--- config.mk ---
export PLATFORM = sky130hd
export DESIGN_NAME = adc_seq_host
export DESIGN_NICKNAME = d
export VERILOG_FILES = /design/src/rtl/adc_seq_pkg.sv /design/src/rtl/delay_tmr_if.sv /design/src/rtl/delay_tmr.sv /design/src/rtl/adc_seq_host.sv
export SDC_FILE = /design/constraint.sdc
export NUM_CORES = 1
export LEC_CHECK = 0
export BUFFER_PORTS_ARGS = -buffer_cell sky130_fd_sc_hd__buf_2
export CAP_MARGIN = 10
export CORE_ASPECT_RATIO = 0.5
export CORE_MARGIN = 1
export CORE_UTILIZATION = 28
export DETAILED_ROUTE_END_ITERATION = 10
export GPL_TIMING_DRIVEN = 0
export PLACE_DENSITY = 0.46
export SETUP_SLACK_MARGIN = 0.05
export SLEW_MARGIN = 20
export SYNTH_ARGS = -nofsm -noshare
export SYNTH_HDL_FRONTEND = slang
export SYNTH_SLANG_ARGS = --single-unit
export TNS_END_PERCENT = 5
--- constraint.sdc ---
create_clock -name mclk -period 2.7 [get_ports mclk]
set_input_delay 0 -clock mclk [delete_from_list [all_inputs] [get_ports mclk]]
set_output_delay 0 -clock mclk [all_outputs]
set_load 0.02 [all_outputs]
--- src/rtl/adc_seq_pkg.sv ---
// Purpose: shared constants and types for the converter sequencing host
// Assumes: 20 MHz clock, 50 ns period
// Notes: times are kept in ns, us or ms as printed; cycle counts derive from them
package adc_seq_pkg;

    localparam int CLK_NS = 50;

    // least time in ns rounded up to whole clock cycles, never below one
    function automatic int cyc_ceil(input int t_ns);
        int c;
        c = (t_ns + CLK_NS - 1) / CLK_NS;
        return (c < 1) ? 1 : c;
    endfunction

    // wake-up and reset timing
    localparam int T_STANDBY_PIN_CONV_US = 100;
    localparam int T_SD_RST_MS = 50;
    localparam int T_RST_HIGH_NS = 50;
    localparam int T_RST_CONV_US = 25;
    localparam int STANDBY_PIN_CONV_CYC = cyc_ceil(T_STANDBY_PIN_CONV_US * 1000);
    localparam int SD_RST_CYC = cyc_ceil(T_SD_RST_MS * 1000000);
    localparam int RST_HIGH_CYC = cyc_ceil(T_RST_HIGH_NS);
    localparam int RST_CONV_CYC = cyc_ceil(T_RST_CONV_US * 1000);

    // conversion spacing
    localparam int T_CYC_PAR_NS = 5000;
    localparam int T_CYC_SER2_NS = 7000;
    localparam int T_CYC_SER1_NS = 9700;
    localparam int T_ACQ_US = 1;
    localparam int T_BUSY_MAX_US = 311;
    localparam int CYC_PAR = cyc_ceil(T_CYC_PAR_NS);
    localparam int CYC_SER2 = cyc_ceil(T_CYC_SER2_NS);
    localparam int CYC_SER1 = cyc_ceil(T_CYC_SER1_NS);
    localparam int ACQ_CYC = cyc_ceil(T_ACQ_US * 1000);
    localparam int BUSY_MAX_CYC = cyc_ceil(T_BUSY_MAX_US * 1000);

    // strobe timing: low time covers the data path through two flops
    localparam int T_RD_LOW_NS = 150;
    localparam int RD_LOW_CYC = cyc_ceil(T_RD_LOW_NS);
    localparam int BUSY_SETTLE_CYC = 4;

    // widths and counts
    localparam int TMR_W = 20;
    localparam int CNT_W = 9;
    localparam int WORD_W = 16;
    localparam int BYTE_W = 8;
    localparam int OS_W = 3;
    localparam int CHAN_W = 3;
    localparam logic [CHAN_W-1:0] LAST_CHAN = 3'h7;
    localparam logic [OS_W-1:0] OS_NONE = 3'h0;

    // spacing selector codes
    localparam logic [1:0] SP_PAR = 2'h0;
    localparam logic [1:0] SP_SER2 = 2'h1;
    localparam logic [1:0] SP_SER1 = 2'h2;

    typedef enum logic [8:0] {
        ST_OFF = 9'h001,
        ST_WAKE = 9'h002,
        ST_RST = 9'h004,
        ST_RSTW = 9'h008,
        ST_IDLE = 9'h010,
        ST_SETTLE = 9'h020,
        ST_BUSY = 9'h040,
        ST_READ = 9'h080,
        ST_GAP = 9'h100
    } state_t;

endpackage

--- src/rtl/delay_tmr_if.sv ---
// Purpose: carrier between the sequencer and its delay timer
// Assumes: one clock domain
// Notes: load is a one-cycle request; done is a level while the count is spent
`timescale 1ns/10ps
`default_nettype none
interface delay_tmr_if;
    logic load;
    logic [adc_seq_pkg::TMR_W-1:0] count;
    logic done;
    modport ctrl (output load, output count, input done);
    modport tmr (input load, input count, output done);
endinterface
`default_nettype wire

--- src/rtl/delay_tmr.sv ---
// Purpose: down-counting delay timer for wake-up and reset waits
// Assumes: a load of n gives done n cycles later
// Notes: done stays high until the next load
`timescale 1ns/10ps
`default_nettype none
module delay_tmr
    import adc_seq_pkg::*;
(
    // clock and reset
    input wire logic mclk,
    input wire logic arst_n,
    // request side
    delay_tmr_if.tmr t
);

    logic [TMR_W-1:0] cnt_q;

    // count down after a load, hold at zero
    always_ff @(posedge mclk or negedge arst_n) begin
        if (!arst_n) begin
            cnt_q <= '0;
        end else if (t.load) begin
            cnt_q <= t.count;
        end else if (cnt_q != '0) begin
            cnt_q <= cnt_q - 1'b1;
        end
    end

    assign t.done = (cnt_q == '0);

endmodule // delay_tmr
`default_nettype wire

--- src/rtl/adc_seq_host.sv ---
// Purpose: host sequencer that wakes, starts and reads an 8-channel sampling converter
// Assumes: parallel or byte-wide reads after conversion, separate select and read strobes
// Notes: all pin inputs pass two flops; all outputs are registered
//
// Behaviour
// - after standby rises, wait 100 us before any conversion start edge.
// - if the standby wait is missed, discard the first result or reset.
// - from shutdown, wait 50 ms from standby rising to reset rising.
// - hold reset high at least 50 ns when leaving shutdown.
// - after reset falls, wait 25 us before any conversion start edge.
// - space conversions 5 us for parallel reads or two-line reads during conversion.
// - space conversions 7 us for two-line serial reads after conversion.
// - space conversions 9.7 us for one-line serial reads after conversion.
// - keep oversample select stable 20 ns either side of busy falling.
// - parallel reads: select falls before read strobe, rises after it.
// - byte reads keep the same select and read strobe ordering.
// - allow 1 us from busy falling to the conversion start edge.
// - both conversion starts rise within 500 us of each other.
`timescale 1ns/10ps
`default_nettype none
module adc_seq_host
    import adc_seq_pkg::*;
#(
    parameter int SD_WAIT_CYC = SD_RST_CYC,
    parameter int BUSY_TMO_CYC = BUSY_MAX_CYC
) (
    // clock and reset
    input wire logic mclk,
    input wire logic arst_n,
    // user commands
    input wire logic wake_req,
    input wire logic from_shutdown,
    input wire logic sleep_req,
    input wire logic conv_req,
    input wire logic [OS_W-1:0] os_ratio,
    input wire logic byte_mode,
    input wire logic [1:0] spacing_sel,
    // user results
    output logic ready_q,
    output logic [WORD_W-1:0] data_word_q,
    output logic [CHAN_W-1:0] data_chan_q,
    output logic data_first_q,
    output logic data_valid_q,
    output logic conv_err_q,
    // converter pins
    output logic standby_pin,
    output logic adc_reset_q,
    output logic conv_start_group_a,
    output logic conv_start_group_b,
    output logic [OS_W-1:0] oversample_select,
    output logic cs_n_q,
    output logic rd_n_q,
    input wire logic busy,
    input wire logic first_channel_flag,
    input wire logic [WORD_W-1:0] parallel_word_bus
);

    state_t state_q;
    delay_tmr_if tif ();
    logic [1:0] busy_sync_q;
    logic [1:0] first_sync_q;
    logic [WORD_W-1:0] bus_m_q;
    logic [WORD_W-1:0] bus_s_q;
    logic [CNT_W-1:0] cyc_cnt_q;
    logic [CNT_W-1:0] acq_cnt_q;
    logic [CNT_W-1:0] spacing_d;
    logic [TMR_W-1:0] tmo_cnt_q;
    logic [1:0] rd_cnt_q;
    logic [CHAN_W-1:0] chan_q;
    logic hi_byte_q;
    logic done_all_q;
    logic [BYTE_W-1:0] lo_byte_q;
    logic standby_q;
    logic conv_q;
    logic [OS_W-1:0] os_q;
    logic tmr_load_q;
    logic [TMR_W-1:0] tmr_count_q;

    delay_tmr u_tmr (
        .mclk(mclk),
        .arst_n(arst_n),
        .t(tif.tmr)
    );

    assign tif.load = tmr_load_q;
    assign tif.count = tmr_count_q;
    assign standby_pin = standby_q;
    assign conv_start_group_a = conv_q;
    assign conv_start_group_b = conv_q;
    assign oversample_select = os_q;

    // two-flop synchronisers on every pin input
    always_ff @(posedge mclk or negedge arst_n) begin
        if (!arst_n) begin
            busy_sync_q <= '0;
            first_sync_q <= '0;
            bus_m_q <= '0;
            bus_s_q <= '0;
        end else begin
            busy_sync_q <= {busy_sync_q[0], busy};
            first_sync_q <= {first_sync_q[0], first_channel_flag};
            bus_m_q <= parallel_word_bus;
            bus_s_q <= bus_m_q;
        end
    end

    // least spacing between conversion starts for the chosen read style
    always_comb begin
        case (spacing_sel)
            SP_SER2: spacing_d = CNT_W'(CYC_SER2);
            SP_SER1: spacing_d = CNT_W'(CYC_SER1);
            default: spacing_d = CNT_W'(CYC_PAR);
        endcase
    end

    // cycles since the last start edge and since busy fell, saturating
    always_ff @(posedge mclk or negedge arst_n) begin
        if (!arst_n) begin
            cyc_cnt_q <= '1;
            acq_cnt_q <= '1;
        end else begin
            // restart only on an issued start, so a waiting request cannot hold it at zero
            if (conv_q) begin
                cyc_cnt_q <= '0;
            end else if (cyc_cnt_q != '1) begin
                cyc_cnt_q <= cyc_cnt_q + 1'b1;
            end
            if (busy_sync_q[1]) begin
                acq_cnt_q <= '0;
            end else if (acq_cnt_q != '1) begin
                acq_cnt_q <= acq_cnt_q + 1'b1;
            end
        end
    end

    // busy watchdog: flags a conversion that overruns the longest busy time
    always_ff @(posedge mclk or negedge arst_n) begin
        if (!arst_n) begin
            tmo_cnt_q <= '0;
            conv_err_q <= 1'b0;
        end else if (state_q == ST_BUSY) begin
            tmo_cnt_q <= tmo_cnt_q + 1'b1;
            if (tmo_cnt_q == TMR_W'(BUSY_TMO_CYC)) begin
                conv_err_q <= 1'b1;
            end
        end else begin
            tmo_cnt_q <= '0;
            if (conv_req) begin
                conv_err_q <= 1'b0;
            end
        end
    end

    // main sequencer: wake-up, start, wait for busy, read eight words
    always_ff @(posedge mclk or negedge arst_n) begin
        if (!arst_n) begin
            state_q <= ST_OFF;
            standby_q <= 1'b0;
            adc_reset_q <= 1'b0;
            conv_q <= 1'b0;
            os_q <= OS_NONE;
            cs_n_q <= 1'b1;
            rd_n_q <= 1'b1;
            ready_q <= 1'b0;
            tmr_load_q <= 1'b0;
            tmr_count_q <= '0;
            rd_cnt_q <= '0;
            chan_q <= '0;
            hi_byte_q <= 1'b0;
            done_all_q <= 1'b0;
            lo_byte_q <= '0;
            data_word_q <= '0;
            data_chan_q <= '0;
            data_first_q <= 1'b0;
            data_valid_q <= 1'b0;
        end else begin
            tmr_load_q <= 1'b0;
            data_valid_q <= 1'b0;
            conv_q <= 1'b0;
            case (state_q)
                ST_OFF: begin
                    if (wake_req) begin
                        standby_q <= 1'b1;
                        tmr_load_q <= 1'b1;
                        state_q <= ST_WAKE;
                        tmr_count_q <= from_shutdown ? TMR_W'(SD_WAIT_CYC)
                                                     : TMR_W'(STANDBY_PIN_CONV_CYC);
                        adc_reset_q <= 1'b0;
                    end
                end
                ST_WAKE: begin
                    // the wait is always kept, so the first result is good
                    if (!tmr_load_q && tif.done) begin
                        if (from_shutdown) begin
                            adc_reset_q <= 1'b1;
                            tmr_load_q <= 1'b1;
                            tmr_count_q <= TMR_W'(RST_HIGH_CYC);
                            state_q <= ST_RST;
                        end else begin
                            ready_q <= 1'b1;
                            state_q <= ST_IDLE;
                        end
                    end
                end
                ST_RST: begin
                    if (!tmr_load_q && tif.done) begin
                        adc_reset_q <= 1'b0;
                        tmr_load_q <= 1'b1;
                        tmr_count_q <= TMR_W'(RST_CONV_CYC);
                        state_q <= ST_RSTW;
                    end
                end
                ST_RSTW: begin
                    if (!tmr_load_q && tif.done) begin
                        ready_q <= 1'b1;
                        state_q <= ST_IDLE;
                    end
                end
                ST_IDLE: begin
                    if (sleep_req) begin
                        standby_q <= 1'b0;
                        ready_q <= 1'b0;
                        state_q <= ST_OFF;
                    end else if (conv_req && ready_q && cyc_cnt_q >= spacing_d
                                 && acq_cnt_q >= CNT_W'(ACQ_CYC) && !busy_sync_q[1]) begin
                        conv_q <= 1'b1;
                        // select changes only here, long after busy fell
                        os_q <= os_ratio;
                        ready_q <= 1'b0;
                        rd_cnt_q <= '0;
                        state_q <= ST_SETTLE;
                    end
                end
                ST_SETTLE: begin
                    // give the synchronised busy time to rise
                    rd_cnt_q <= rd_cnt_q + 1'b1;
                    if (rd_cnt_q == 2'(BUSY_SETTLE_CYC - 1)) begin
                        state_q <= ST_BUSY;
                    end
                end
                ST_BUSY: begin
                    if (!busy_sync_q[1]) begin
                        // select falls a cycle ahead of the read strobe
                        cs_n_q <= 1'b0;
                        chan_q <= '0;
                        hi_byte_q <= 1'b0;
                        done_all_q <= 1'b0;
                        state_q <= ST_GAP;
                    end
                end
                ST_READ: begin
                    rd_cnt_q <= rd_cnt_q + 1'b1;
                    if (rd_cnt_q == 2'(RD_LOW_CYC - 1)) begin
                        rd_n_q <= 1'b1;
                        state_q <= ST_GAP;
                        if (byte_mode && !hi_byte_q) begin
                            lo_byte_q <= bus_s_q[BYTE_W-1:0];
                            hi_byte_q <= 1'b1;
                        end else begin
                            data_word_q <= byte_mode ? {bus_s_q[BYTE_W-1:0], lo_byte_q}
                                                     : bus_s_q;
                            data_chan_q <= chan_q;
                            data_first_q <= first_sync_q[1];
                            data_valid_q <= 1'b1;
                            hi_byte_q <= 1'b0;
                            chan_q <= chan_q + 1'b1;
                            done_all_q <= (chan_q == LAST_CHAN);
                        end
                    end
                end
                ST_GAP: begin
                    // strobe high one full cycle between reads
                    if (done_all_q) begin
                        // select rises after the read strobe
                        cs_n_q <= 1'b1;
                        ready_q <= 1'b1;
                        state_q <= ST_IDLE;
                    end else begin
                        rd_n_q <= 1'b0;
                        rd_cnt_q <= '0;
                        state_q <= ST_READ;
                    end
                end
                default: begin
                    state_q <= ST_OFF;
                end
            endcase
        end
    end

endmodule // adc_seq_host
`default_nettype wire

Word level (Yosys, flattened, before mapping)

Cells that the tools add are included.

$lt $le $gt $ge: 2
Multiplexer cells: 75
Bitwise gates (word level): 2
$add $sub $neg: 6
Equality and inequality tests: 34
Reduce and logical (&&, ||, !) cells: 36

Operator list:

| cell                                                | number |
|---|---|
| 2-to-1 mux 20 bit                                   | 8 |
| 2-to-1 mux 9 bit                                    | 13 |
| one-hot mux 9 bit (9 select lines)                  | 1 |
| one-hot mux 20 bit (3 select lines)                 | 1 |
| 2-to-1 mux 1 bit                                    | 32 |
| != test 2 bit (second input constant)               | 15 |
| AND reduction 3 bit                                 | 7 |
| adder 20 x 1 -> 20 bit (second input constant)      | 1 |
| == test 20 x 13 -> 1 bit (second input constant)    | 1 |
| logical NOT 20 bit                                  | 1 |
| nonzero test 20 bit                                 | 1 |
| subtractor 20 x 1 -> 20 bit (second input constant) | 1 |
| adder 9 x 1 -> 9 bit (second input constant)        | 2 |
| != test 9 bit (second input constant)               | 2 |
| 2-to-1 mux 16 bit                                   | 1 |
| one-hot mux 8 bit (2 select lines)                  | 1 |
| nonzero test 2 bit                                  | 8 |
| one-hot mux 1 bit (2 select lines)                  | 5 |
| == test 9 x 1 -> 1 bit (second input constant)      | 1 |
| == test 9 x 2 -> 1 bit (second input constant)      | 1 |
| == test 9 x 3 -> 1 bit (second input constant)      | 1 |
| == test 9 x 4 -> 1 bit (second input constant)      | 1 |
| == test 9 x 5 -> 1 bit (second input constant)      | 1 |
| == test 9 x 6 -> 1 bit (second input constant)      | 1 |
| other kinds (31)                                    | 48 |

Output and inout port bits: 32
Bits of input ports: 30
Register bits: 170
Logic and storage cells: 183

Longest topological paths before layout

Gate-level depths: netlist (run 1).

Depth in word-level cells: 9
Depth in mapped cells: 10
Mapped depth without buffers: 10

By module

Synthesis (run 1) repeated with hierarchy kept, for this count alone.

Cells, all modules: 676
Area, all modules: 7,254.5 µm²

Modules (own cells, without submodules):

| module       | cells an instance | instances | sequential area each (µm²) | area an instance (µm²) |
|---|---|---|---|---|
| adc_seq_host | 549               | 1         | 3,454.6                    | 6,069.6 |
| delay_tmr    | 127               | 1         | 500.5                      | 1,184.9 |

Worst setup path after synthesis (run 1)

OpenSTA, ideal clock, no wires.

Path type: reg2reg
Start: register u_tmr.cnt_q[0]
End: register state_q[2]
Library setup time: 128 ps
Data arrival time: 2,080 ps
Data required time: 2,572 ps
Path slack: 492 ps
Buffers on the path: 0
Stages on the path, launching flop included: 9
Clock period less this slack: 2,208 ps
Cells stage by stage: dfrtp_1 -> inv_1 -> ha_1 -> nor4b_1 -> nand3_1 -> nor3_4 -> o221ai_1 -> a21oi_1 -> mux2_1

Word-level cells in the longest chain between the ends: 4
Elaborated cells on any way between the ends: 6
Those cells by class: eq/ne (3); reduce/logical (3)

Ends and longest elaborated chain:

| item                                   | RTL line                                                      | text |
|---|---|---|
| start, declared                        | delay_tmr.sv:16                                               | `logic [TMR_W-1:0] cnt_q;` |
| start signal, assigned                 | delay_tmr.sv:23                                               | `cnt_q <= t.count;` |
| start signal, assigned                 | delay_tmr.sv:25                                               | `cnt_q <= cnt_q - 1'b1;` |
| logical NOT 20 bit *                   | delay_tmr.sv:29                                               | `assign t.done = (cnt_q == '0);` |
| logical AND 1 bit *                    | adc_seq_host.sv:193, adc_seq_host.sv:206, adc_seq_host.sv:214 |  |
| != test 2 bit (no source line)         | -                                                             |  |
| AND reduction 8 bit (no source line) * | -                                                             |  |
| end signal, assigned                   | adc_seq_host.sv:198                                           | `state_q <= ST_RST;` |
| end signal, assigned                   | adc_seq_host.sv:210                                           | `state_q <= ST_RSTW;` |
| end signal, assigned                   | adc_seq_host.sv:216                                           | `state_q <= ST_IDLE;` |
| end, declared                          | adc_seq_host.sv:58                                            | `state_t state_q;` |

Mark *: on every way between the ends. The rest lies on a longest branch, timed or not.
A chain may end at the register's enable or synchronous reset.

Final worst setup path (run 1)

Same ends and word-level chain as after synthesis.

==> metrics.yaml, run 1 <==
ys_types: 53
startpoint: "u_tmr.cnt_q[0]$_DFFE_PN0N_"
dieHeight_microns: 114.2
dieArea_sq_um: 25860
cap_violations: 0
synth_edf_count: 0
overflow: 0
place_congestion: 0.7903
place_area_sq_um: 7810
dp_cells: 1042
maxSlewHeadroom_pct: 43.13
nets: 803
final.setup_skew_ns: 0.01243
nFillCells: 2435
firstDrtPassIters: 5
drtIter0Drc: 283
synth_top_area_share_pct: 48.26
start_kind: "register"
routed_via_density: 4.432
core-area_sq_um: 24370
fin_cells: 1101
period_minus_slack_ns: 2.497
r2r_start: "u_tmr.cnt_q[0]$_DFFE_PN0N_"
clock_latency_ns: 0.43
status: "complete, no violations"
grt_first_pass_wirelength_microns: 24940
setup_viol: 0
hold_viol: 0
ant_nets: 0
ys_seq_area_share_pct: 56.09
wire_per_inst_microns: 13.47
die_w_microns: 226.4
path_class: "reg2reg"
yosys.area.top_type: "dfrtp_1"
max_freq_mhz: 400.5
synth-seq-cells: 157
cts_tree: "built"
syn-instance-count: 645
cts.sinks: 157
layout_setup_ws_ns: 0.2034
crit_arrival_ns: 2.81
layout-drive-gt1-share_pct: 20.26
holdWs_ns: 0.2062
synth_top_flop_cell: "dfrtp_1"
syn-cell-area_sq_um: 7052
avgSynthCellArea_sq_um: 10.93
p_per_area_nw_per_um2: 751.4
crit_path_end_kind: "register"
required_ns: 3.01
dpl_worst_slack_ns: -0.2320
worstMarginPinSlew_ns: 0.8530
cp_max_fo: 6
seq_area_sq_um: 3955
cts_root_buf: "clkbuf_16"
drc_errors: 0
grt_pass1_vias: 4964
syn_nets: 696
holdCritPathClass: "in2async"
ir_drop_mv: 0.4460
syn_to_final_growth_pct: 23.19
cts_buffers: 17
ys_warn_count: 0
final_max_slew_viol_count: 0
grt_max_degree: 80
multi_input_area_sq_um: 2908
fin_crit_sh_pct: 92.47
clkTransAtPathRegs_ns: 0.07
power.leakage_uw: 0.003903
synth-async-reset-ratio_pct: 100.0
antenna_found_initial: 0
htreeDepth: 4
synthTopCellsByArea: "dfrtp_1 48%, dfstp_2 7.8%, nor2_1 4.8%"
grt.total_usage_pct: 12.30
io_buffers: 60
start_util_pct: 28.93
fin_area_sq_um: 8687
rsz0062_at_grt: "no"
hpwlAfterDp_microns: 10110
n_antenna_cell: 0
clockBufferDepth: 2
vias: 4880
fp-row-count: 40
io_pins: 62
routed_wl_microns: 14830
-- repair_timing --
item,CTS,global route
hold endpoints to repair,110,0
pin swaps,1,1
endpoints found under the setup margin,12,17
gates cloned,0,0
setup buffers,1,0
hold buffers,26,0
resized for setup,1,4
-- cells in the final DEF, fill, tap and decap left out, types with 19 or more instances in the layout --
cell type / instances
xor2_1: 32
dfrtp_1: 136
nand2_1: 40
nor2_1: 90
ha_1: 21
nand3_1: 19
o21ai_0: 21
dlygate4sd3_1: 26
inv_1: 27
mux2i_1: 22
buf_2: 62
dfstp_2: 21
a21oi_1: 37
-- critical path: stages (launching register included) --
cell,delay [ns]
dfrtp_1,0.39
inv_1,0.10
ha_1,0.22
nor4b_4,0.30
nand3_1,0.25
nor3_4,0.20
buf_4,0.18
o221ai_1,0.16
a21oi_1,0.24
mux2_1,0.35
-- final cells by class --
cell class,instances,area share [%]
multi-input combinational,439,33.47
sequential,157,45.53
clock buffer,19,5.214
timing repair buffer,88,6.971
tap,336,4.839
buffer,22,1.339
clock inverter,13,1.469
inverter,27,1.167
-- path summary, 6_finish.rpt --
path / slack (ns) / cells past startpoint / to
setup / recovery: 0.20 / 9 / state_q[2]$_DFFE_PN0P_
hold / removal: 0.21 / 2 / busy_sync_q[0]$_DFF_PN0_
setup reg to reg: 0.20 / 9 / state_q[2]$_DFFE_PN0P_
hold reg to reg: 0.35 / 0 / first_sync_q[1]$_DFF_PN0_
max in group asynchronous: 1.67 / 3 / rd_n_q$_DFFE_PN1P_
min in group mclk: 0.21 / 3 / data_word_q[2]$_DFFE_PN0P_
-- routing by layer --
layer | vias up | GRT usage, % | wire, microns
met5 | - | 0 | 0
met4 | 0 | 4.324 | 214
met3 | 13 | 3.105 | 401
met2 | 41 | 19.10 | 6857
met1 | 2371 | 16.68 | 7360
li1 | 2455 | - | -
-- flip-flops by register name, indices dropped and copies added (netlist names), 2 cells and up --
register,cells
state_q,9
rd_cnt_q,2
bus_s_q,16
u_tmr.cnt_q,20
tif.count,7
chan_q,3
lo_byte_q,8
first_sync_q,2
cyc_cnt_q,9
tmo_cnt_q,20
oversample_select,3
data_chan_q,3
busy_sync_q,2
data_word_q,16
acq_cnt_q,9
bus_m_q,16
-- metrics by stage --
stage	util [%]	setup TNS (ns)	power, uW
global placement	31.89	-116.20	4135
finish	35.64	0	6527
floorplan	-	0	3787
detailed placement	32.04	-0.2725	4159
CTS	35.55	0	6603
global route	35.64	0	6921
-- cell usage after synthesis, drive strengths merged, types with 4 or more instances --
library cell  instances
a211oi                4
a21o                  7
a21oi                37
buf                   9
clkbuf               13
dfrtp               136
dfstp                21
ha                   21
inv                  27
mux2                 16
mux2i                22
nand2                40
nand2b                6
nand3                19
nand4                16
nand4b                6
nor2                 93
nor2b                 8
nor3                 15
nor4                  8
o21ai                21
o22ai                 5
o31ai                 5
or3                   6
or4                   4
or4b                  4
xnor2                15
xor2                 32
-- report_power, final --
group | leakage [uW] | total, uW | switching (uW) | internal [uW]
clock network | 0.000283 | 2370 | 1030 | 1340
registers | 0.00194 | 2870 | 227 | 2640
logic | 0.00168 | 1290 | 741 | 549
-- logic make-up after synthesis --
logic type	share of synthesized area (%)
xor+xnor	5.838
mux	5.678
flops	56.09
fa+ha+maj	3.726
compound gates	8.002
simple gates	17.62
buf+inv	3.052
(Power assumes the default switching activity.)
==> inputs of run 2 (changes only) <==
Settings changed: ABC_AREA from default to 1, PLACE_DENSITY 0.46 to 0.45.
==> metrics.yaml, run 2 <==
die_w_microns: 231.4  # +2.2%
nFillCells: 2621  # +7.6%
grt_first_pass_wirelength_microns: 27140  # +8.8%
synth-compound-area-share_pct: 7.980  # -0.023 points
synth_top_flop_cell: "dfrtp_1"
avgSynthCellArea_sq_um: 9.109  # -17%
synth-xor-area-share_pct: 1.426  # -4.4 points
hold_viol: 0  # unchanged
htreeDepth: 4  # unchanged
routed_via_density: 4.352  # -1.8%
pwr-share-seq_pct: 44.2  # +0.3 points
worstMarginPinSlew_ns: 0.6139  # -0.2391 ns
p_int_uw: 4297  # -5.1%
crit_path_end_kind: "register"
nets: 968  # +21%
vias: 5540  # +14%
synth_fa_ha_area_share_pct: 3.565  # -0.16 points
final_cell_mix: "184 x nand2_1, 136 x dfrtp_1, 97 x inv_1"
synth_top_family_by_area: "simple AND/OR/NAND/NOR gates"
start_kind: "register"
overflow: 0  # unchanged
holdCritPathClass: "in2async"
p_switching_uw: 2019  # +0.96%
crit_arrival_ns: 2.52  # -0.29 ns
dieHeight_microns: 116.7  # +2.2%
ys_seq_area_share_pct: 53.67  # -2.4 points
yosys.area.top_type: "dfrtp_1"
hpwlAfterDp_microns: 11790  # +17%
antenna_found_initial: 0  # unchanged
synth_edf_count: 0  # unchanged
reg_top3: "tmo_cnt_q x20, u_tmr.cnt_q x20"
grt_pass1_vias: 5338  # +7.5%
grt.total_usage_pct: 13.01  # +0.71 points
io_pins: 62  # unchanged
multi_input_area_sq_um: 2950  # +1.5%
ant_nets: 0  # unchanged
layout-drive-gt1-share_pct: 18.62  # -1.6 points
yosysMostFrequentCell: "nand2_1"
r2r-end: "cyc_cnt_q[7]$_DFFE_PN1P_"
p_clk_share_pct: 35.3  # -1.0 points
busiest_layer: "met2"
synth-simple-area-share_pct: 23.26  # +5.6 points
clock_latency_ns: 0.44  # about the same
comb_power_share_pct: 20.5  # +0.7 points
p_per_area_nw_per_um2: 704.6  # -6.2%
dpl_worst_slack_ns: 0.5395  # +0.7715 ns
cts_setup_buffers: 0  # -1
final_max_slew_viol_count: 0  # unchanged
io_buffers: 60  # unchanged
seq_area_sq_um: 3955  # unchanged
period_minus_slack_ns: 2.150  # -0.3465 ns
clockBufferDepth: 2  # unchanged
synthTopCellsByCount: "184 x nand2_1, 136 x dfrtp_1, 97 x inv_1, 76 x nor2_1, 47 x o21ai_0"
layout_setup_ws_ns: 0.5499  # +0.3465 ns
routed_wl_microns: 16350  # +10%
drc_errors: 0  # unchanged
fp-row-count: 41  # +2.5%
final_common_cell: "nand2_1"
wire_per_inst_microns: 12.84  # -4.7%
ys_warn_count: 0  # unchanged
cts_root_buf: "clkbuf_16"
final.setup_skew_ns: 0.006708  # -0.005719 ns
required_ns: 3.07  # +0.06 ns
place_congestion: 0.8446  # +6.9%
cp_max_fo: 8  # +2
syn-cell-area_sq_um: 7370  # +4.5%
cts_tree: "built"
syn-instance-count: 809  # +25%
rsz0062_at_grt: "no"
power.leakage_uw: 0.004455  # +14%
use_met2_pct: 20.88  # +1.8 points
n_antenna_cell: 0  # unchanged
grt_max_degree: 88  # +10%
syn_to_final_growth_pct: 21.65
sw_frac_of_total_pct: 31.97  # +1.3 points
synthMuxAreaShare_pct: 3.803  # -1.9 points
ff2ff_path_depth: 14  # +5
setup_viol: 0  # unchanged
maxSlewHeadroom_pct: 58.70  # +16 points
synthTopCellsByArea: "dfrtp_1 46%, nand2_1 9.4%, dfstp_2 7.5%"
max_freq_mhz: 465.1  # +16%
status: "complete, no violations"
cts-resized-gates: 0  # -1
syn_nets: 860  # +24%
firstDrtPassIters: 4  # -1
cts.sinks: 157  # unchanged
synth-async-reset-ratio_pct: 100.0  # unchanged
r2r_start: "cyc_cnt_q[0]$_DFFE_PN1P_"
core-area_sq_um: 25500  # +4.6%
start_util_pct: 28.91  # about the same
regToRegSetupSlack_ns: 0.55  # +0.35 ns
dieArea_sq_um: 27010  # +4.4%
cap_violations: 0  # unchanged
clkTransAtPathRegs_ns: 0.06  # about the same
drtIter0Drc: 256  # -9.5%
synth-seq-cells: 157  # unchanged
ys_types: 44  # -17%
met3_usage_pct: 4.004  # +0.90 points
grt_util_met1_pct: 16.72  # +0.037 points
fin_crit_sh_pct: 79.63  # -13 points
cts_buffers: 17  # unchanged
path_class: "reg2reg"
synth_top_area_share_pct: 46.18  # -2.1 points
ir_drop_mv: 0.3317  # -26%
setup_tns_ns: 0  # unchanged
## run 2: changes by cell type in the layout (fill, tap and decap cells not counted), moves of 9 or more
cell	change
clkbuf_1	-10
inv_1	+70
inv_2	+9
mux2_2	-15
nand2_1	+144
nand3_1	+20
nor2_1	-14
o21ai_0	+26
xnor2_1	-14
xor2_1	-21
## run 2: power groups by stage
stage,clock [uW],sequential [uW],combinational (uW)
finish,2230,2790,1300
global route,2400,2820,1500
CTS,2320,2790,1320
detailed placement,0,2830,1280
global placement,0,2830,1250
floorplan,0,2810,932
## run 2: layout make-up
class                           instances  share of cell area, %
Sequential cell                       157                  44.12
Timing Repair Buffer                   89                  6.895
Multi-Input combinational cell        533                  32.91
Tap cell                              344                  4.801
Inverter                              106                  4.438
Clock buffer                           18                  4.899
Buffer                                 13                 0.7397
Clock inverter                         13                  1.200
## run 2: worst max path at each step
| stage | end | cells after the start | slack [ns] | startpoint |
|---|---|---|---|---|
| 2_1_floorplan | cyc_cnt_q[7]$_DFFE_PN1P_ | 14 | 0.80 | cyc_cnt_q[0]$_DFFE_PN1P_ |
| 3_3_place_gp | u_tmr.cnt_q[16]$_DFFE_PN0N_ | 1 | -0.85 | arst_n |
| 3_5_place_dp | cyc_cnt_q[7]$_DFFE_PN1P_ | 14 | 0.54 | cyc_cnt_q[0]$_DFFE_PN1P_ |
| 4_1_cts | cyc_cnt_q[7]$_DFFE_PN1P_ | 14 | 0.53 | cyc_cnt_q[0]$_DFFE_PN1P_ |
| 5_1_grt | cyc_cnt_q[7]$_DFFE_PN1P_ | 14 | 0.35 | cyc_cnt_q[0]$_DFFE_PN1P_ |
| 6_report | cyc_cnt_q[7]$_DFFE_PN1P_ | 14 | 0.55 | cyc_cnt_q[0]$_DFFE_PN1P_ |
## run 2: logic make-up after synthesis
logic type                 count (synthesis)
AOI/OAI and AO/OA                        108
adders and majority gates                 21
buffers and inverters                    119
muxes                                     24
DFF                                      157
xor gates and xnor gates                  12
and+or+nand+nor                          368
## run 2: layer usage
layer  routed length (microns)  share of wire [%]
met4                       218                1.3
met1                      8152                 50
met3                       453                2.8
met2                      7522                 46
met5                         0                  0
## run 2: what timing repair did
| item | 4_1_cts | 5_1_grt |
|---|---|---|
| endpoints found under the setup margin | 0 | 0 |
| hold buffers | 28 | 0 |
| endpoints found under the hold margin | 108 | 0 |
## run 2: worst max-delay path, stage by stage (launching register included)
cell     delay (ns)
dfstp_2        0.55
ha_1           0.19
nand3_1        0.09
nor2_1         0.09
inv_1          0.06
nor3_1         0.15
ha_1           0.17
nand2_1        0.16
inv_2          0.11
nor2_1         0.05
nand3_1        0.12
nor3b_2        0.07
nand2_1        0.07
o21ai_0        0.08
a21oi_1        0.12
## run 2: through the flow
stage	cells	instance area [sq um]	utilization [%]	hold WS (ns)	total power (uW)
2_1_floorplan	809	7370	-	-0.2956	3744
3_3_place_gp	1213	8100	31.77	0.1082	4082
3_5_place_dp	1214	8138	31.92	0.005955	4107
4_1_cts	1273	8965	35.16	0.1097	6428
5_1_grt	1273	8965	35.16	0.1381	6732
6_report	1273	8965	35.16	0.09442	6317
==> inputs of run 3 (changes only) <==
Clock period 2.7 ns to 2.23 ns, I/O delays scaled along.
==> metrics.yaml, run 3 (same netlist as run 2, synthesis figures left out) <==
status: "complete, no violations"
p_per_area_nw_per_um2: 852.0  # +21%
final.setup_skew_ns: 0.006844  # +0.0001361 ns
sw_frac_of_total_pct: 32.00  # about the same
final_cell_mix: "183 x nand2_1, 136 x dfrtp_1, 97 x inv_1"
routed_wl_microns: 16390  # +0.29%
comb_power_share_pct: 20.5  # about the same
syn_to_final_growth_pct: 21.87
holdCritPathClass: "in2async"
cts_root_buf: "clkbuf_16"
io_pins: 62  # unchanged
cts.sinks: 157  # unchanged
rsz0062_at_grt: "yes"
crit_arrival_ns: 2.43  # -0.09 ns
reg_top3: "tmo_cnt_q x20, u_tmr.cnt_q x20"
setup_tns_ns: 0  # unchanged
cap_violations: 0  # unchanged
r2r-end: "cyc_cnt_q[7]$_DFFE_PN1P_"
place_area_sq_um: 8138  # unchanged
fp-row-count: 41  # unchanged
routed_via_density: 4.366  # +0.32%
clkTransAtPathRegs_ns: 0.06  # about the same
worstMarginPinSlew_ns: 0.6139  # +0.0000002980 ns
htreeDepth: 4  # unchanged
r2r_start: "cyc_cnt_q[0]$_DFFE_PN1P_"
crit_path_end_kind: "register"
grt_max_degree: 88  # unchanged
wire_per_inst_microns: 12.88  # +0.29%
fin_cells: 1273  # unchanged
start_kind: "register"
dieArea_sq_um: 27010  # unchanged
n_antenna_cell: 0  # unchanged
overflow: 0  # unchanged
layout-drive-gt1-share_pct: 19.05  # +0.43 points
dieHeight_microns: 116.7  # unchanged
regToRegSetupSlack_ns: 0.17  # -0.38 ns
dp_cells: 1214  # unchanged
hpwlAfterDp_microns: 11790  # unchanged
io_buffers: 60  # unchanged
antenna_found_initial: 0  # unchanged
fin_area_sq_um: 8981  # +0.18%
path_class: "reg2reg"
p_switching_uw: 2448  # +21%
setup_viol: 0  # unchanged
core-area_sq_um: 25500  # unchanged
cts_buffers: 17  # unchanged
firstDrtPassIters: 5  # +1
final_common_cell: "nand2_1"
vias: 5558  # +0.32%
start_util_pct: 28.91  # unchanged
die_w_microns: 231.4  # unchanged
nets: 968  # unchanged
maxSlewHeadroom_pct: 58.70  # unchanged
final_max_slew_viol_count: 0  # unchanged
required_ns: 2.60  # -0.47 ns
grt.total_usage_pct: 13.01  # unchanged
clock_latency_ns: 0.44  # about the same
p_int_uw: 5203  # +21%
ir_drop_mv: 0.4005  # +21%
hold_viol: 0  # unchanged
ff2ff_path_depth: 14  # unchanged
place_congestion: 0.8446  # unchanged
cts_tree: "built"
pwr-share-seq_pct: 44.2  # about the same
grt_pass1_vias: 5338  # unchanged
power.leakage_uw: 0.004452  # about the same
max_freq_mhz: 485.4  # +4.4%
cp_max_fo: 8  # unchanged
fin_crit_sh_pct: 92.38  # +13 points
period_minus_slack_ns: 2.060  # -0.08990 ns
drc_errors: 0  # unchanged
grt_first_pass_wirelength_microns: 27140  # unchanged
p_clk_share_pct: 35.3  # about the same
drtIter0Drc: 284  # +11%
ant_nets: 0  # unchanged
clockBufferDepth: 2  # unchanged
run 3: cell count changes in the layout (fill, tap and decap cells not counted):
| cell | previous run | this run |
|---|---|---|
| nand2_2 | 4 | 5 |
| nor3_2 | 4 | 5 |
| nor4_1 | 5 | 4 |
| nand2_1 | 184 | 183 |
| nor3_1 | 16 | 15 |
| ha_2 | 0 | 1 |
| nor4_2 | 0 | 1 |
| ha_1 | 21 | 20 |
run 3: worst max path at each step:
stage | startpoint | to | cells after the start
after floorplan | cyc_cnt_q[0]$_DFFE_PN1P_ | cyc_cnt_q[7]$_DFFE_PN1P_ | 14
final | cyc_cnt_q[0]$_DFFE_PN1P_ | cyc_cnt_q[7]$_DFFE_PN1P_ | 14
after CTS | cyc_cnt_q[0]$_DFFE_PN1P_ | cyc_cnt_q[7]$_DFFE_PN1P_ | 14
after global placement | arst_n | u_tmr.cnt_q[16]$_DFFE_PN0N_ | 1
after detailed placement | cyc_cnt_q[0]$_DFFE_PN1P_ | cyc_cnt_q[7]$_DFFE_PN1P_ | 14
after global routing | cyc_cnt_q[0]$_DFFE_PN1P_ | cyc_cnt_q[7]$_DFFE_PN1P_ | 14
run 3: area by class of cell:
| type | instances | area [sq um] |
|---|---|---|
| flip-flops and latches | 157 | 3955 |
| well taps | 344 | 430.4 |
| fillers | 2621 | 16510 |
| plain buffers | 13 | 66.31 |
| clock inverters | 13 | 107.6 |
| repair buffers | 89 | 618.1 |
| inverters | 106 | 397.9 |
| multi-input cells | 533 | 2967 |
| clock buffers | 18 | 439.2 |
run 3: critical path, stage by stage (launching register included):
cell,delay [ns]
dfstp_2,0.55
ha_1,0.19
nand3_1,0.09
nor2_1,0.09
inv_1,0.06
nor3_2,0.11
ha_2,0.19
nand2_2,0.11
inv_2,0.09
nor2_1,0.05
nand3_1,0.12
nor3b_2,0.07
nand2_1,0.07
o21ai_0,0.08
a21oi_1,0.12
run 3: per-layer routing:
metal / share of wire [%] / global-route usage, %
met5: 0 / 0
met1: 50 / 16.72
met4: 1.3 / 4.503
met2: 46 / 20.88
met3: 2.9 / 4.004
run 3: power groups by stage:
| stage | Clock [uW] | Sequential, uW | Combinational, uW |
|---|---|---|---|
| after floorplan | 0 | 3400 | 1130 |
| after global placement | 0 | 3430 | 1520 |
| after detailed placement | 0 | 3430 | 1550 |
| after CTS | 2810 | 3380 | 1590 |
| after global routing | 2910 | 3420 | 1820 |
| final | 2700 | 3380 | 1570 |
run 3: metrics by stage:
| step | total power, uW | utilization, % | hold slack, ns | setup slack [ns] |
|---|---|---|---|---|
| floorplan | 4533 | - | -0.2956 | 0.3264 |
| global placement | 4942 | 31.77 | 0.1082 | -1.324 |
| detailed placement | 4973 | 31.92 | 0.005955 | 0.06953 |
| CTS | 7783 | 35.16 | 0.1097 | 0.06072 |
| global route | 8151 | 35.23 | 0.1381 | -0.005078 |
| finish | 7652 | 35.23 | 0.09877 | 0.1698 |
run 3: repair_timing:
item | 4_1_cts | 5_1_grt
setup endpoints to repair | 0 | 6
gates resized for setup | 0 | 4
endpoints found under the hold margin | 108 | 0
buffers inserted | 0 | 0
hold buffers | 28 | 0
